--- src/hw/dctc_pkg.sv ---
package dctc_pkg;

  // ----------------------------------------------------------------
  // Register word indices (byte address is index*4)
  // ----------------------------------------------------------------
  localparam logic [7:0]  IDX_TIMER_MODE   = 8'hF1;
  localparam logic [7:0]  IDX_COUNT1       = 8'hF2;
  localparam logic [7:0]  IDX_PRESCALE1    = 8'hF3;
  localparam logic [7:0]  IDX_COUNT0       = 8'hF4;
  localparam logic [7:0]  IDX_PRESCALE0    = 8'hF5;
  localparam logic [7:0]  IDX_IRQ_STATUS   = 8'hF6;
  localparam logic [7:0]  IDX_IRQ_MASK     = 8'hF7;
  localparam int          ADDR_W           = 10;

  // ----------------------------------------------------------------
  // Field positions
  // ----------------------------------------------------------------
  localparam int          TM_IN_MODE_LO    = 4;
  localparam int          TM_C1_EN         = 3;
  localparam int          TM_C1_LOAD       = 2;
  localparam int          TM_C0_EN         = 1;
  localparam int          TM_C0_LOAD       = 0;
  localparam int          PS_DIV_LO        = 2;
  localparam int          PS_CLK_SRC       = 1;
  localparam int          PS_MODULO        = 0;
  localparam int          IRQ_C0_BIT       = 4;
  localparam int          IRQ_C1_BIT       = 5;

  // ----------------------------------------------------------------
  // Reset values and timing
  // ----------------------------------------------------------------
  localparam logic [7:0]  TIMER_MODE_RST   = 8'h00;
  localparam logic [7:0]  COUNT_RST        = 8'h00;
  localparam logic [5:0]  DIV_RST          = 6'h00;
  localparam logic [7:0]  IRQ_MASK_RST     = 8'h00;
  localparam real         CLK_MHZ          = 25.0;
  localparam real         TCLK_NS          = 160.0;
  localparam int          TCLK_CYCLES      = (TCLK_NS * CLK_MHZ / 1000.0 < 1.0) ? 1 :
                                             int'($floor(TCLK_NS * CLK_MHZ / 1000.0));

  // External timing input use
  typedef enum logic [1:0] {
    DCTC_IN_CLOCK   = 2'h0,
    DCTC_IN_GATE    = 2'h1,
    DCTC_IN_TRIG    = 2'h2,
    DCTC_IN_RETRIG  = 2'h3
  } dctc_in_mode_t;

  typedef enum logic [1:0] {
    DCTC_RESP_OKAY   = 2'h0,
    DCTC_RESP_SLVERR = 2'h2
  } dctc_resp_t;

endpackage : dctc_pkg

--- src/hw/dctc_down_counter.sv ---
`timescale 1ns/10ps
`default_nettype none

// Eight-bit down counter; initial value 0 means 256
module dctc_down_counter (
  input  wire logic       clk,
  input  wire logic       srst,
  input  wire logic       load,
  input  wire logic       run,
  input  wire logic       step,
  input  wire logic       modulo,
  input  wire logic [7:0] init,
  output logic [7:0]      value,
  output logic            active,
  output logic            eoc
);

  logic last;

  // ----------------------------------------------------------------
  // Count
  // ----------------------------------------------------------------
  assign last = (value == 8'h01);

  // Load wins over a step in the same cycle
  always_ff @(posedge clk)
  begin
    if (srst)
    begin
      value  <= 8'h00;
      active <= 1'b0;
      eoc    <= 1'b0;
    end
    else
    begin
      eoc <= 1'b0;
      if (load)
      begin
        value  <= init;
        active <= 1'b1;
      end
      else if (run && active && step)
      begin
        if (last)
        begin
          eoc <= 1'b1;
          value <= modulo ? init : 8'h00;
          active <= modulo;
        end
        else
          value <= value - 8'h01;           // 00h wraps to FFh: 256 counts
      end
    end
  end

endmodule : dctc_down_counter

`default_nettype wire

--- src/hw/dctc_prescaler.sv ---
`timescale 1ns/10ps
`default_nettype none

// Six-bit prescaler: one pulse per 'div' input ticks, 0 means 64
module dctc_prescaler (
  input  wire logic       clk,
  input  wire logic       srst,
  input  wire logic       restart,
  input  wire logic       tick,
  input  wire logic [5:0] div,
  output logic            pulse
);

  logic [5:0] cnt_q;
  logic [5:0] cnt_d;
  logic       wrap;

  // ----------------------------------------------------------------
  // Divider
  // ----------------------------------------------------------------
  // Count 0..div-1; 6-bit wrap makes div=0 a full 64
  assign wrap  = tick && (cnt_q + 6'h1 == div);
  assign cnt_d = restart ? 6'h0 : (wrap ? 6'h0 : (tick ? cnt_q + 6'h1 : cnt_q));

  // Counter and output pulse
  always_ff @(posedge clk)
  begin
    if (srst)
    begin
      cnt_q <= 6'h0;
      pulse <= 1'b0;
    end
    else
    begin
      cnt_q <= cnt_d;
      pulse <= wrap && !restart;
    end
  end

endmodule : dctc_prescaler

`default_nettype wire

--- src/hw/dctc_top.sv ---
// How it works
// Mode bits 5..4 pick external input use: clock, gate, trigger, retrigger.
// Mode bit 3 enables counter one counting; resets clear.
// Mode bit 1 enables counter zero counting; resets clear.
// Writing one to mode bit 2 loads counter one; zero does nothing.
// Writing one to mode bit 0 loads counter zero; zero does nothing.
// Counter one register reads live value, writes initial value; 00h means 256.
// Counter zero register reads live value, writes initial value; 00h means 256.
// Prescale1 bits 7..2 set divide 1 to 64; zero means 64.
// Prescale0 bits 7..2 set divide 1 to 64; zero means 64.
// Prescale1 bit 1 picks internal clock (1) or external input (0).
// Prescale bit 0 picks single pass (0) or modulo-N (1).
// End of count sets irq bit 5 (counter one) or 4 (zero).
// Counters keep running while core clock halts; irqs wake core.
// Single pass stops at end; modulo-N reloads and continues.
// Software writes zeros to reserved mode and prescale bits.
`timescale 1ns/10ps
`default_nettype none

module dctc_top (
  input  wire logic        clk,
  input  wire logic        srst,
  input  wire logic        external_timing_input,
  input  wire logic [9:0]  s_axi_awaddr,
  input  wire logic        s_axi_awvalid,
  output logic             s_axi_awready,
  input  wire logic [31:0] s_axi_wdata,
  input  wire logic [3:0]  s_axi_wstrb,
  input  wire logic        s_axi_wvalid,
  output logic             s_axi_wready,
  output logic [1:0]       s_axi_bresp,
  output logic             s_axi_bvalid,
  input  wire logic        s_axi_bready,
  input  wire logic [9:0]  s_axi_araddr,
  input  wire logic        s_axi_arvalid,
  output logic             s_axi_arready,
  output logic [31:0]      s_axi_rdata,
  output logic [1:0]       s_axi_rresp,
  output logic             s_axi_rvalid,
  input  wire logic        s_axi_rready,
  output logic             irq,
  output logic             counter_zero_irq,
  output logic             counter_one_irq
);

  // ----------------------------------------------------------------
  // Register state
  // ----------------------------------------------------------------
  logic [7:0]  timer_mode_ctrl_q;
  logic [7:0]  init1_q;
  logic [7:0]  init0_q;
  logic [5:0]  div1_q;
  logic [5:0]  div0_q;
  logic        clk_src1_q;
  logic        modulo1_q;
  logic        modulo0_q;
  logic [7:0]  irq_status_q;
  logic [7:0]  irq_mask_q;

  // AXI write side holding
  logic        aw_held_q;
  logic        w_held_q;
  logic [9:0]  awaddr_q;
  logic [31:0] wdata_q;
  logic        wstrb0_q;

  // ----------------------------------------------------------------
  // Address decode
  // ----------------------------------------------------------------
  function automatic logic hit(input logic [9:0] addr, input logic [7:0] idx);
    hit = (addr[9:2] == idx) && (addr[1:0] == 2'h0);
  endfunction : hit

  logic        wr_fire;
  logic        wr_en;
  logic        wr_mode;
  logic        wr_cnt1;
  logic        wr_prescale1_ctrl;
  logic        wr_cnt0;
  logic        wr_prescale0_ctrl;
  logic        wr_mask;
  logic        wr_ok;
  logic        rd_fire;
  logic        rd_ok;
  logic        rd_status;
  logic [7:0]  wbyte;

  // Write fires once both halves are held and the response slot is free
  assign wr_fire  = aw_held_q && w_held_q && !s_axi_bvalid;
  assign wr_en    = wr_fire && wstrb0_q;
  assign wbyte    = wdata_q[7:0];
  assign wr_mode  = wr_en && hit(awaddr_q, dctc_pkg::IDX_TIMER_MODE);
  assign wr_cnt1  = wr_en && hit(awaddr_q, dctc_pkg::IDX_COUNT1);
  assign wr_prescale1_ctrl  = wr_en && hit(awaddr_q, dctc_pkg::IDX_PRESCALE1);
  assign wr_cnt0  = wr_en && hit(awaddr_q, dctc_pkg::IDX_COUNT0);
  assign wr_prescale0_ctrl  = wr_en && hit(awaddr_q, dctc_pkg::IDX_PRESCALE0);
  assign wr_mask  = wr_en && hit(awaddr_q, dctc_pkg::IDX_IRQ_MASK);
  assign wr_ok    = hit(awaddr_q, dctc_pkg::IDX_TIMER_MODE) || hit(awaddr_q, dctc_pkg::IDX_COUNT1)
                 || hit(awaddr_q, dctc_pkg::IDX_PRESCALE1) || hit(awaddr_q, dctc_pkg::IDX_COUNT0)
                 || hit(awaddr_q, dctc_pkg::IDX_PRESCALE0) || hit(awaddr_q, dctc_pkg::IDX_IRQ_MASK)
                 || hit(awaddr_q, dctc_pkg::IDX_IRQ_STATUS);
  assign rd_fire  = s_axi_arvalid && s_axi_arready;
  assign rd_status = rd_fire && hit(s_axi_araddr, dctc_pkg::IDX_IRQ_STATUS);

  // ----------------------------------------------------------------
  // Time base and external input
  // ----------------------------------------------------------------
  logic [7:0]  tb_cnt_q;
  logic        tclk_tick;
  logic        ext_meta_q;
  logic        ext_sync_q;
  logic        ext_prev_q;
  logic        ext_rise;

  // Internal timer clock; runs regardless of core halt
  assign tclk_tick = (tb_cnt_q == 8'(dctc_pkg::TCLK_CYCLES - 1));

  always_ff @(posedge clk)
  begin
    if (srst)
      tb_cnt_q <= 8'h00;
    else
      tb_cnt_q <= tclk_tick ? 8'h00 : tb_cnt_q + 8'h01;
  end

  // Two-stage synchroniser, then edge detect on the second stage only
  always_ff @(posedge clk)
  begin
    if (srst)
    begin
      ext_meta_q <= 1'b0;
      ext_sync_q <= 1'b0;
      ext_prev_q <= 1'b0;
    end
    else
    begin
      ext_meta_q <= external_timing_input;
      ext_sync_q <= ext_meta_q;
      ext_prev_q <= ext_sync_q;
    end
  end

  // Falling edge is the active edge, as for a low-going trigger
  assign ext_rise = !ext_sync_q && ext_prev_q;

  // ----------------------------------------------------------------
  // Counter one input selection
  // ----------------------------------------------------------------
  dctc_pkg::dctc_in_mode_t in_mode;
  logic        c1_tick;
  logic        c1_load;
  logic        c1_trig_load;
  logic        c1_fired_q;
  logic        c1_active;
  logic        c0_load;

  assign in_mode = dctc_pkg::dctc_in_mode_t'(timer_mode_ctrl_q[dctc_pkg::TM_IN_MODE_LO +: 2]);

  // Gate counts internal clock while input is high; triggers start counting
  assign c1_tick = clk_src1_q ? tclk_tick
                 : (in_mode == dctc_pkg::DCTC_IN_CLOCK) ? ext_rise
                 : (in_mode == dctc_pkg::DCTC_IN_GATE)  ? (tclk_tick && ext_sync_q)
                 : tclk_tick;
  assign c1_trig_load = !clk_src1_q && ext_rise && timer_mode_ctrl_q[dctc_pkg::TM_C1_EN]
                     && (in_mode == dctc_pkg::DCTC_IN_RETRIG
                         || (in_mode == dctc_pkg::DCTC_IN_TRIG && !(c1_active && c1_fired_q)));
  assign c1_load = (wr_mode && wbyte[dctc_pkg::TM_C1_LOAD]) || c1_trig_load;
  assign c0_load = wr_mode && wbyte[dctc_pkg::TM_C0_LOAD];

  // ----------------------------------------------------------------
  // Prescalers and counters
  // ----------------------------------------------------------------
  logic        prescale1_ctrl_pulse;
  logic        prescale0_ctrl_pulse;
  logic [7:0]  value1;
  logic [7:0]  value0;
  logic        c0_active;
  logic        eoc1;
  logic        eoc0;
  logic        c1_run;
  logic        c0_run;
  logic        c1_trig_armed;

  // Trigger modes hold off counting until the first trigger
  assign c1_trig_armed = clk_src1_q || !in_mode[1] || (c1_active && c1_fired_q);
  assign c1_run = timer_mode_ctrl_q[dctc_pkg::TM_C1_EN] && c1_trig_armed;
  assign c0_run = timer_mode_ctrl_q[dctc_pkg::TM_C0_EN];

  dctc_prescaler u_prescale1_ctrl (
    .clk     (clk),
    .srst    (srst),
    .restart (c1_load),
    .tick    (c1_tick && c1_run),
    .div     (div1_q),
    .pulse   (prescale1_ctrl_pulse)
  );

  dctc_prescaler u_prescale0_ctrl (
    .clk     (clk),
    .srst    (srst),
    .restart (c0_load),
    .tick    (tclk_tick && c0_run),
    .div     (div0_q),
    .pulse   (prescale0_ctrl_pulse)
  );

  dctc_down_counter u_cnt1 (
    .clk    (clk),
    .srst   (srst),
    .load   (c1_load),
    .run    (c1_run),
    .step   (prescale1_ctrl_pulse),
    .modulo (modulo1_q),
    .init   (init1_q),
    .value  (value1),
    .active (c1_active),
    .eoc    (eoc1)
  );

  dctc_down_counter u_cnt0 (
    .clk    (clk),
    .srst   (srst),
    .load   (c0_load),
    .run    (c0_run),
    .step   (prescale0_ctrl_pulse),
    .modulo (modulo0_q),
    .init   (init0_q),
    .value  (value0),
    .active (c0_active),
    .eoc    (eoc0)
  );

  // ----------------------------------------------------------------
  // Software registers
  // ----------------------------------------------------------------
  // Load bits are strobes; they never stay set in the mode register
  always_ff @(posedge clk)
  begin
    if (srst)
    begin
      timer_mode_ctrl_q <= dctc_pkg::TIMER_MODE_RST;
      init1_q    <= dctc_pkg::COUNT_RST;
      init0_q    <= dctc_pkg::COUNT_RST;
      div1_q     <= dctc_pkg::DIV_RST;
      div0_q     <= dctc_pkg::DIV_RST;
      clk_src1_q <= 1'b0;
      c1_fired_q <= 1'b0;
      modulo1_q  <= 1'b0;
      modulo0_q  <= 1'b0;
      irq_mask_q <= dctc_pkg::IRQ_MASK_RST;
    end
    else
    begin
      c1_fired_q <= c1_trig_load || (c1_fired_q && !c1_load);
      if (wr_mode)
        timer_mode_ctrl_q <= wbyte & 8'h3A;    // see R2
      if (wr_cnt1)
        init1_q <= wbyte;
      if (wr_cnt0)
        init0_q <= wbyte;
      if (wr_prescale1_ctrl)
      begin
        div1_q     <= wbyte[dctc_pkg::PS_DIV_LO +: 6];
        clk_src1_q <= wbyte[dctc_pkg::PS_CLK_SRC];
        modulo1_q  <= wbyte[dctc_pkg::PS_MODULO];
      end
      if (wr_prescale0_ctrl)
      begin
        div0_q    <= wbyte[dctc_pkg::PS_DIV_LO +: 6];
        modulo0_q <= wbyte[dctc_pkg::PS_MODULO];
      end
      if (wr_mask)
        irq_mask_q <= wbyte;
    end
  end

  // ----------------------------------------------------------------
  // Interrupts
  // ----------------------------------------------------------------
  logic [7:0] irq_set;

  assign irq_set = {2'b00, eoc1, eoc0, 4'h0};

  // Read clears, but an event in the same cycle wins
  always_ff @(posedge clk)
  begin
    if (srst)
    begin
      irq_status_q     <= 8'h00;
      irq              <= 1'b0;
      counter_zero_irq <= 1'b0;
      counter_one_irq  <= 1'b0;
    end
    else
    begin
      irq_status_q     <= (rd_status ? 8'h00 : irq_status_q) | irq_set;
      irq              <= |(irq_status_q & irq_mask_q);
      counter_zero_irq <= irq_status_q[dctc_pkg::IRQ_C0_BIT];
      counter_one_irq  <= irq_status_q[dctc_pkg::IRQ_C1_BIT];
    end
  end

  // ----------------------------------------------------------------
  // AXI4-Lite write channel
  // ----------------------------------------------------------------
  always_ff @(posedge clk)
  begin
    if (srst)
    begin
      aw_held_q     <= 1'b0;
      w_held_q      <= 1'b0;
      awaddr_q      <= 10'h000;
      wdata_q       <= 32'h0000_0000;
      wstrb0_q      <= 1'b0;
      s_axi_awready <= 1'b0;
      s_axi_wready  <= 1'b0;
      s_axi_bvalid  <= 1'b0;
      s_axi_bresp   <= 2'h0;
    end
    else
    begin
      s_axi_awready <= !aw_held_q && !s_axi_awready && !s_axi_bvalid;
      s_axi_wready  <= !w_held_q && !s_axi_wready && !s_axi_bvalid;
      if (s_axi_awvalid && s_axi_awready)
      begin
        aw_held_q     <= 1'b1;
        awaddr_q      <= s_axi_awaddr;
        s_axi_awready <= 1'b0;
      end
      if (s_axi_wvalid && s_axi_wready)
      begin
        w_held_q     <= 1'b1;
        wdata_q      <= s_axi_wdata;
        wstrb0_q     <= s_axi_wstrb[0];
        s_axi_wready <= 1'b0;
      end
      if (wr_fire)
      begin
        aw_held_q    <= 1'b0;
        w_held_q     <= 1'b0;
        s_axi_bvalid <= 1'b1;
        s_axi_bresp  <= wr_ok ? dctc_pkg::DCTC_RESP_OKAY : dctc_pkg::DCTC_RESP_SLVERR;
      end
      else if (s_axi_bvalid && s_axi_bready)
        s_axi_bvalid <= 1'b0;
    end
  end

  // ----------------------------------------------------------------
  // AXI4-Lite read channel
  // ----------------------------------------------------------------
  logic [7:0] rd_byte;

  // Prescale registers are write-only and read back zero
  assign rd_byte = hit(s_axi_araddr, dctc_pkg::IDX_TIMER_MODE) ? timer_mode_ctrl_q
                 : hit(s_axi_araddr, dctc_pkg::IDX_COUNT1)     ? value1
                 : hit(s_axi_araddr, dctc_pkg::IDX_COUNT0)     ? value0
                 : hit(s_axi_araddr, dctc_pkg::IDX_IRQ_STATUS) ? irq_status_q
                 : hit(s_axi_araddr, dctc_pkg::IDX_IRQ_MASK)   ? irq_mask_q
                 : 8'h00;
  assign rd_ok = hit(s_axi_araddr, dctc_pkg::IDX_TIMER_MODE)
              || hit(s_axi_araddr, dctc_pkg::IDX_COUNT1) || hit(s_axi_araddr, dctc_pkg::IDX_COUNT0)
              || hit(s_axi_araddr, dctc_pkg::IDX_IRQ_STATUS) || hit(s_axi_araddr, dctc_pkg::IDX_IRQ_MASK)
              || hit(s_axi_araddr, dctc_pkg::IDX_PRESCALE1) || hit(s_axi_araddr, dctc_pkg::IDX_PRESCALE0);

  always_ff @(posedge clk)
  begin
    if (srst)
    begin
      s_axi_arready <= 1'b0;
      s_axi_rvalid  <= 1'b0;
      s_axi_rdata   <= 32'h0000_0000;
      s_axi_rresp   <= 2'h0;
    end
    else
    begin
      s_axi_arready <= !s_axi_arready && !s_axi_rvalid && !s_axi_arvalid ? 1'b0
                     : (!s_axi_arready && !s_axi_rvalid);
      if (rd_fire)
      begin
        s_axi_arready <= 1'b0;
        s_axi_rvalid  <= 1'b1;
        s_axi_rdata   <= {24'h00_0000, rd_byte};
        s_axi_rresp   <= rd_ok ? dctc_pkg::DCTC_RESP_OKAY : dctc_pkg::DCTC_RESP_SLVERR;
      end
      else if (s_axi_rvalid && s_axi_rready)
        s_axi_rvalid <= 1'b0;
    end
  end

endmodule : dctc_top

`default_nettype wire

--- config.mk ---
export PLATFORM = sky130hd
export DESIGN_NAME = dctc_top
export DESIGN_NICKNAME = d
export VERILOG_FILES = /design/src/hw/dctc_pkg.sv /design/src/hw/dctc_down_counter.sv /design/src/hw/dctc_prescaler.sv /design/src/hw/dctc_top.sv
export SDC_FILE = /design/constraint.sdc
export NUM_CORES = 1
export LEC_CHECK = 0
export BUFFER_PORTS_ARGS = -buffer_cell sky130_fd_sc_hd__buf_4
export CELL_PAD_IN_SITES_DETAIL_PLACEMENT = 0
export CELL_PAD_IN_SITES_GLOBAL_PLACEMENT = 1
export CORE_MARGIN = 2
export CORE_UTILIZATION = 41
export CTS_CLUSTER_SIZE = 24
export DETAILED_ROUTE_END_ITERATION = 16
export GPL_ROUTABILITY_DRIVEN = 0
export PLACE_DENSITY = 0.79
export SETUP_SLACK_MARGIN = 0.4
export SLEW_MARGIN = 20
export SYNTH_ARGS = -nofsm -noshare
export SYNTH_HDL_FRONTEND = slang
export SYNTH_SLANG_ARGS = --single-unit
--- constraint.sdc ---
create_clock -name clk -period 2.76 [get_ports clk]
set_input_delay 0.138 -clock clk [delete_from_list [all_inputs] [get_ports clk]]
set_output_delay 0.138 -clock clk [all_outputs]
set_load 0.02 [all_outputs]
**Word-level counts from Yosys, hierarchy flattened**

Cells that the tools add are included.

- Mux-type cells: 31
- Reduce and logical (&&, ||, !) cells: 108
- Add/sub/neg operators: 5
- Eq/ne operators: 22
- Bitwise logic cells: 4

Operator list:

| kind | number |
|---|---|
| == test 8 bit, second input constant | 14 |
| 2-to-1 mux 8 bit | 14 |
| logical AND 1 bit | 56 |
| logical OR 1 bit | 17 |
| == test 8 x 1 -> 1 bit, second input constant | 2 |
| subtractor 8 x 1 -> 8 bit, second input constant | 2 |
| 2-to-1 mux 1 bit | 15 |
| OR reduction 3 bit | 5 |
| logical NOT 1 bit | 14 |
| adder 6 x 1 -> 6 bit, second input constant | 2 |
| == test 6 bit | 2 |
| nonzero test 2 bit | 6 |
| adder 8 x 1 -> 8 bit, second input constant | 1 |
| bitwise AND 8 bit | 1 |
| == test 8 x 2 -> 1 bit, second input constant | 1 |
| bitwise OR 8 x 6 -> 8 bit | 1 |
| OR reduction 2 bit | 4 |
| OR reduction 8 bit | 1 |
| logical NOT 2 bit | 3 |
| == test 2 bit, second input constant | 2 |
| 2-to-1 mux 2 bit | 2 |
| AND reduction 2 bit | 2 |
| == test 2 x 1 -> 1 bit, second input constant | 1 |
| NOT 1 bit | 2 |

- Input port bits: 64
- Output and inout port bits: 44
- Register bits after elaboration: 138

**Logic depth before layout (Yosys ltp)**

Gate-level depths: netlist (run 1).

- Depth in word-level cells: 9
- Gate-level depth with buffers: 7
- Gate-level depth less buffers: 7

**Modules after synthesis**

A second synthesis (run 1) with hierarchy kept.

- Cell total of the unflattened synthesis: 718
- Area, all modules: 6412.4 µm²

By module, submodules not included:

| module | area each (µm²) | instances | cells an instance |
|---|---|---|---|
| dctc_top | 4280.4 | 1 | 482 |
| dctc_down_counter | 599.3 | 2 | 66 |
| dctc_prescaler | 466.7 | 2 | 52 |

**Least setup slack after synthesis (run 1)**

OpenSTA, ideal clock, no wires.

- Path type: reg2reg
- Start: reg tb_cnt_q[0]
- End: reg u_prescale0_ctrl.pulse
- Stages on the path, launching flop included: 7
- Setup time: 0.073 ns
- Path buffers: 0
- Period minus slack after synthesis: 2.000 ns
- Data required time: 2.687 ns
- Slack: 0.760 ns
- Arrival: 1.927 ns
- Cells stage by stage: dfxtp_1 -> ha_1 -> nor4b_4 -> nand3_4 -> a211o_1 -> a2111oi_4 -> nor3b_2

- Word-level cells in the longest chain between the ends: 4

Ends and longest elaborated chain:

| what | RTL line | source |
|---|---|---|
| start, declared | dctc_top.sv:108 | `logic [7:0] tb_cnt_q;` |
| start signal, assigned | dctc_top.sv:123 | `tb_cnt_q <= tclk_tick ? 8'h00 : tb_cnt_q + 8'h01;` |
| == test 8 x 2 -> 1 bit | dctc_top.sv:116 | `assign tclk_tick = (tb_cnt_q == 8'(dctc_pkg::TCLK_CYCLES - 1));` |
| logical AND 1 bit | dctc_top.sv:202 | `.tick (tclk_tick && c0_run),` |
| logical AND 1 bit | dctc_prescaler.sv:22 | `assign wrap = tick && (cnt_q + 6'h1 == div);` |
| logical AND 1 bit | dctc_prescaler.sv:36 | `pulse <= wrap && !restart;` |
| end signal, assigned | dctc_prescaler.sv:36 |  |
| end, declared | dctc_prescaler.sv:11 | `output logic pulse` |

No other way between the ends.
A chain may end at the register's enable or synchronous reset.

**Worst setup path in the final report (run 1)**

- Start: reg u_cnt1.value[0]
- End: reg u_cnt1.value[2]

- Word-level cells in the longest chain between the ends: 4

Ends and longest elaborated chain:

| what | RTL line | source |
|---|---|---|
| start, declared | dctc_down_counter.sv:13 | `output logic [7:0] value,` |
| start signal, assigned | dctc_down_counter.sv:39 | `value <= init;` |
| start signal, assigned | dctc_down_counter.sv:47 | `value <= modulo ? init : 8'h00;` |
| start signal, assigned | dctc_down_counter.sv:51 | `value <= value - 8'h01;` |
| subtractor 8 x 1 -> 8 bit / == test 8 x 1 -> 1 bit (equally long branches) | dctc_down_counter.sv:51, dctc_down_counter.sv:23 |  |
| 2-to-1 mux 8 bit (*) | dctc_down_counter.sv:44 | `if (last)` |
| 2-to-1 mux 8 bit (*) | dctc_down_counter.sv:42 | `else if (run && active && step)` |
| 2-to-1 mux 8 bit (*) | dctc_down_counter.sv:37 | `if (load)` |

Every way passes the cells marked *; elsewhere a longest branch is shown, timed or not. The select of a mux whose other input is x is not followed.

==> reports/results.txt, run 1 <==
critical path type = reg -> reg
HPWL after detailed placement = 11.3 mm
initial DRC count = 243
CTS Buffer Depth = 2
Die H = 127 µm
Total Routing Usage GR = 20.1%
Starting Density = 42.2%
fin nets = 893
WP data required = 3100 ps
power density cells = 607 nW/µm²
max_slew headroom = 58.5%
initial antenna violation count = 0
total number of vias = 5426
critical path fanouts, max = 9
Post-Syn Area per Cell = 8.20 µm²
crit path time final = 2300 ps
fmax = 0.435 GHz
clock tree root buffer cell = clkbuf_16
share of synthesized registers carrying an async set or reset = 0%
Min Hold Slack = 15.3 ps
met3 Track Usage GR = 3.71%
distinct cell type count of the synthesized netlist = 61
status = complete, no violations
clock skew = 6.33 ps
CTS Buf Count = 17
final setup vio count = 0
fraction of layout instances using a drive strength above 1 = 13.9%
Least-Margin Pin Slew = 617 ps
min-delay worst type = in -> reg
most frequent cells in the layout = nand2_1 (141), dfxtp_1 (130), a21oi_1 (85)
H-tree levels = 4
Core Area = 14600 µm²
Synth Warn # = 0
max cap viols = 0
diode count = 0
clk slew on worst S/H paths = 60 ps
register area share after synthesis = 42.2%
largest net degree at the start of global routing = 74
commonest non-fill, non-tap cell in the layout = nand2_1
wire per inst = 15.5 µm
VDD IR-drop max = 438 µV
prevailing post-synth register cell = dfxtp_1
startpoint types = flop
post-CTS sizing = 0
DRT Pass-1 Iters = 5
Leak Pwr = 2.74 nW
FF+latch count, synth = 130
Fin. Hold Viols = 0
M2 GR Usage = 32.5%
Clock Latency Late Sink = 420 ps
final slew viol count = 0
vias in the first global route = 5149
Data arrival, critical path = 2640 ps
grt total ovfl = 0
IO Port Bufs = 54
vias per cell = 5.32
GRT met1 Usage = 26.2%
# clock sinks = 130
busiest grt layer = met2
drt drc = 0
final worst-path cycle share = 83.2%
Post-Syn Instances = 752
area grow syn2layout = 21.9%
CTS tree = yes
cell area after synthesis = 6160 µm²
Final TNS setup = 0 ps
RSZ-0062 raised after global routing = no
Ports = 108
Routed Antenna Nets = 0
row cnt = 44
WL final = 15.8 mm
total die area = 16000 µm²
Worst setup EP type = flop
Die Wd = 127 µm
number of synthesized flops with an enable pin = 0
global-route wire length before repair = 25.9 mm
-- final cells by class --
cell class / count / area [µm²]
Multi-Input combinational cell: 568 / 3260
Clock buffer: 24 / 512
Fill cell: 1352 / 7070
Sequential cell: 130 / 2600
Tap cell: 184 / 230
Inverter: 17 / 63.8
Timing Repair Buffer: 88 / 726
Clock inverter: 8 / 123
-- critical path, cell delays in order, from the launching register on --
cell and delay (ps):
dfxtp_1 490, ha_1 250, or3b_2 470, nor4_1 400
a211oi_1 210, nor2_2 130, buf_4 160, o2bb2ai_1 110
-- per-stage QoR --
step                worst slack (ps)  total power, mW  instance area, µm²  cells  utilization [%]
global route                     404             4.72                7510   1019             51.5
finish                           464             4.56                7510   1019             51.5
global placement                 500             2.20                6640    962             45.5
floorplan                        760             2.14                6260    777                -
detailed placement               441             2.20                6640    962             45.5
CTS                              419             4.59                7480   1015             51.3
-- path summary, 6_finish.rpt --
kind	depth (start not counted)	endpoint	startpoint	slack [ps]
worst min-delay path	2	s_axi_arready	s_axi_arvalid	20
worst max register to register	7	u_cnt1.value[2]	u_cnt1.value[0]	460
worst min register to register	2	irq_status_q[4]	u_cnt0.eoc	440
worst max-delay path	7	u_cnt1.value[2]	u_cnt1.value[0]	460
-- what timing repair did --
action | CTS | global route
hold endpoints to repair | 21 | 0
hold buffers | 21 | 0
setup endpoints to repair | 0 | 14
setup buffers | 0 | 4
-- report_power, final --
part	leakage [nW]	switching, mW	internal [mW]	total (mW)
logic	1.38	0.147	0.101	0.247
clock network	0.304	0.806	1.56	2.37
registers	1.05	0.0375	1.91	1.94
-- cell usage after synthesis, types with 3 or more instances --
cell type  number  area, µm²
nor4bb_1        3       30.0
nor2b_1         5       31.3
ha_1            7       87.6
a22oi_1         7       52.6
mux2i_1        17        170
o21ai_0        13       65.1
clkbuf_1       33        124
a211oi_1        9       67.6
a22o_1          3       26.3
o32ai_1         4       35.0
nor3_1         10       50.1
or3_1           9       56.3
nor2_1         71        267
nand2_1       141        529
nand4_1         8       50.1
a211o_1         3       26.3
nand3b_1        4       30.0
a21oi_1        85        425
buf_4          26        195
nor4_1         12       75.1
inv_1          17       63.8
or2_2           4       25.0
and2_1          6       37.5
and3_1          7       43.8
o31ai_1         9       67.6
nor3b_1         5       37.5
dfxtp_1       130       2600
nand3_1        15       75.1
nor4b_1         3       26.3
nand2b_1        7       43.8
o2bb2ai_1       8       70.1
or4_1           5       37.5
xnor2_1        16        140
xor2_1         10       87.6
-- per-layer routing --
metal | vias up | share of wire, % | routed length [µm]
li1 | 2707 | - | -
met1 | 2550 | 46 | 7310
met2 | 141 | 47 | 7480
met3 | 28 | 3.8 | 591
met4 | 0 | 2.3 | 368
met5 | - | 0 | 0
-- kinds of logic after synthesis --
logic type,count (synthesis),share of synthesized area (%)
DFF,130,42.2
muxes,19,3.13
adders and majority gates,7,1.42
and+or+nand+nor,330,26.1
buffers and inverters,79,6.44
other,1,0.0608
xor gates and xnor gates,27,4.08
AOI/OAI and AO/OA,159,16.6
-- registers in the layout, summed over array words and instances, names as in the netlist, 2 cells and up --
register,count
awaddr_q,10
wdata_q,8
div1_q,6
tb_cnt_q,8
irq_status_q,2
u_prescale0_ctrl.cnt_q,6
s_axi_rdata,8
irq_mask_q,8
init1_q,8
timer_mode_ctrl_q,4
init0_q,8
u_cnt1.value,8
u_prescale1_ctrl.cnt_q,6
u_cnt0.value,8
div0_q,6
No activity file was read; power rests on OpenSTA's default activity.
==> inputs of run 2 (changes only) <==
clock period = 2.3 ns   (was 2.76 ns; I/O delays follow)
==> reports/results.txt, run 2 (synthesis gave the netlist of run 1 again) <==
status = complete, no violations
Worst setup EP type = flop
final slew viol count = 0 (unchanged)
Die H = 127 µm (unchanged)
total power = 5.28 mW (+16%)
Worst path slowest cell = or3b_4
post-route cell area = 7910 µm² (+5.2%)
power density cells = 667 nW/µm² (+10%)
Routed Antenna Nets = 0 (unchanged)
Die Wd = 127 µm (unchanged)
Placement Cell Area = 6720 µm² (+1.2%)
combinational power share = 5.9% (+0.5 points)
most frequent cells in the layout = nand2_1 (140), dfxtp_1 (120), a21oi_1 (83)
worst slack at placement = 211 ps (-230 ps)
slack of the critical path = 463 ps (-1.11 ps)
clock tree root buffer cell = clkbuf_16
initial DRC count = 312 (+28%)
final setup vio count = 0 (unchanged)
max reg flops = 10 (unchanged)
commonest non-fill, non-tap cell in the layout = nand2_1
Switching Power = 1.16 mW (+17%)
startpoint types = flop
row cnt = 44 (unchanged)
initial antenna violation count = 0 (unchanged)
largest net degree at the start of global routing = 75 (+1.4%)
Data arrival, critical path = 2190 ps (-450 ps)
diode count = 0 (unchanged)
Total Routing Usage GR = 20.1% (+0.048 points)
HPWL after detailed placement = 11.5 mm (+1.4%)
Starting Density = 42.2% (unchanged)
CTS tree = yes
area grow syn2layout = 28.3%
internal reg-to-reg setup slack = 460 ps (about the same)
critical path fanouts, max = 7 (-2)
clock power share = 49.8% (-2.1 points)
Fill cells = 1373 (+1.6%)
clock skew = 11.0 ps (+4.68 ps)
Sw Share = 22.0% (+0.26 points)
Least-Margin Pin Slew = 665 ps (+48.0 ps)
Crit path largest cell delay = 400 ps (-90 ps)
CTS Buffer Depth = 2 (unchanged)
crit path time final = 1840 ps (-459 ps)
max_slew headroom = 55.4% (-3.1 points)
clk slew on worst S/H paths = 50 ps (about the same)
WP data required = 2650 ps (-450 ps)
fmax = 0.544 GHz (+25%)
# clock sinks = 130 (unchanged)
Core Area = 14600 µm² (unchanged)
VDD IR-drop max = 431 µV (-1.6%)
Fin. Hold Viols = 0 (unchanged)
max cap viols = 0 (unchanged)
WL final = 16.2 mm (+3.0%)
DRT Pass-1 Iters = 5 (unchanged)
vias per cell = 5.28 (-0.83%)
Final TNS setup = 0 ps (unchanged)
IO Port Bufs = 54 (unchanged)
H-tree levels = 4 (unchanged)
Leak Pwr = 2.88 nW (+5.1%)
final worst-path cycle share = 79.9% (-3.3 points)
total die area = 16000 µm² (unchanged)
post-layout util = 54.2% (+2.7 points)
global-route wire length before repair = 25.7 mm (-0.88%)
CTS Buf Count = 17 (unchanged)
critical path type = reg -> reg
fraction of layout instances using a drive strength above 1 = 20.2% (+6.3 points)
min-delay worst type = in -> reg
fin nets = 915 (+2.5%)
grt total ovfl = 0 (unchanged)
worst-path cell chain = inv_2 > ha_4 > or3b_4 > nor4_4 > a211oi_2 > nor2_2 > buf_6 > o2bb2ai_1
Ports = 108 (unchanged)
Clock Latency Late Sink = 430 ps (about the same)
total number of vias = 5492 (+1.2%)
Reg with most FFs = awaddr_q
RSZ-0062 raised after global routing = yes
Flop pwr share = 44.2% (+1.6 points)
wire per inst = 15.6 µm (+0.93%)
Internal = 4.12 mW (+15%)
drt drc = 0 (unchanged)
vias in the first global route = 5178 (+0.56%)
==> run 2: cell count changes in the layout (fill, tap and decap cells not counted), moves of 4 or more <==
cell | previous run | this run
buf_4 | 66 | 82
dfxtp_1 | 130 | 120
dfxtp_2 | 0 | 6
clkbuf_1 | 1 | 5
dfxtp_4 | 0 | 4
==> run 2: what timing repair did <==
item	CTS	global route
endpoints found under the hold margin	23	0
endpoints found under the setup margin	31	71
hold buffers	23	0
buffers inserted	4	12
pin swaps	2	15
resized for setup	18	46
==> run 2: final cells by class <==
cell class / count / area (µm²) / area share (%)
Multi-Input combinational cell: 568 / 3500 / 44.2
Timing Repair Buffer: 110 / 920 / 11.6
Clock buffer: 26 / 499 / 6.31
Clock inverter: 5 / 75.1 / 0.949
Sequential cell: 130 / 2630 / 33.2
Inverter: 17 / 63.8 / 0.807
Tap cell: 184 / 230 / 2.91
==> run 2: power by group through the flow <==
stage	clock (mW)	sequential, mW	combinational (mW)
after floorplan	0	2.37	0.201
after global placement	0	2.38	0.267
after detailed placement	0	2.38	0.270
after CTS	2.68	2.34	0.306
after global routing	2.78	2.34	0.343
final	2.63	2.34	0.312
==> run 2: path summary, 6_finish.rpt <==
path,start,endpoint,cells after the start
setup reg to reg,u_cnt1.value[1],u_cnt1.value[6],8
hold reg to reg,ext_meta_q,ext_sync_q,1
setup / recovery,u_cnt1.value[1],u_cnt1.value[6],8
hold / removal,srst,irq_status_q[5],2
==> run 2: layer usage <==
metal	global-route usage [%]	vias up	routed length (µm)
li1	-	2765	-
met1	25.0	2572	7410
met2	33.4	129	7820
met3	4.68	26	639
met4	8.66	0	356
met5	0	-	0
==> run 2: worst max-delay path: cells and delay by family, from the launching register on <==
kind	cells	cell delay (ps)
simple gates	3	830
flops	1	350
compound gates	2	230
buf+inv	2	220
fa+ha+maj	1	120
==> run 2: metrics by stage <==
stage	std cells	hold WS, ps
after floorplan	777	243
final	1040	94.0
after global routing	1040	119
after detailed placement	970	333
after global placement	970	330
after CTS	1028	79.0
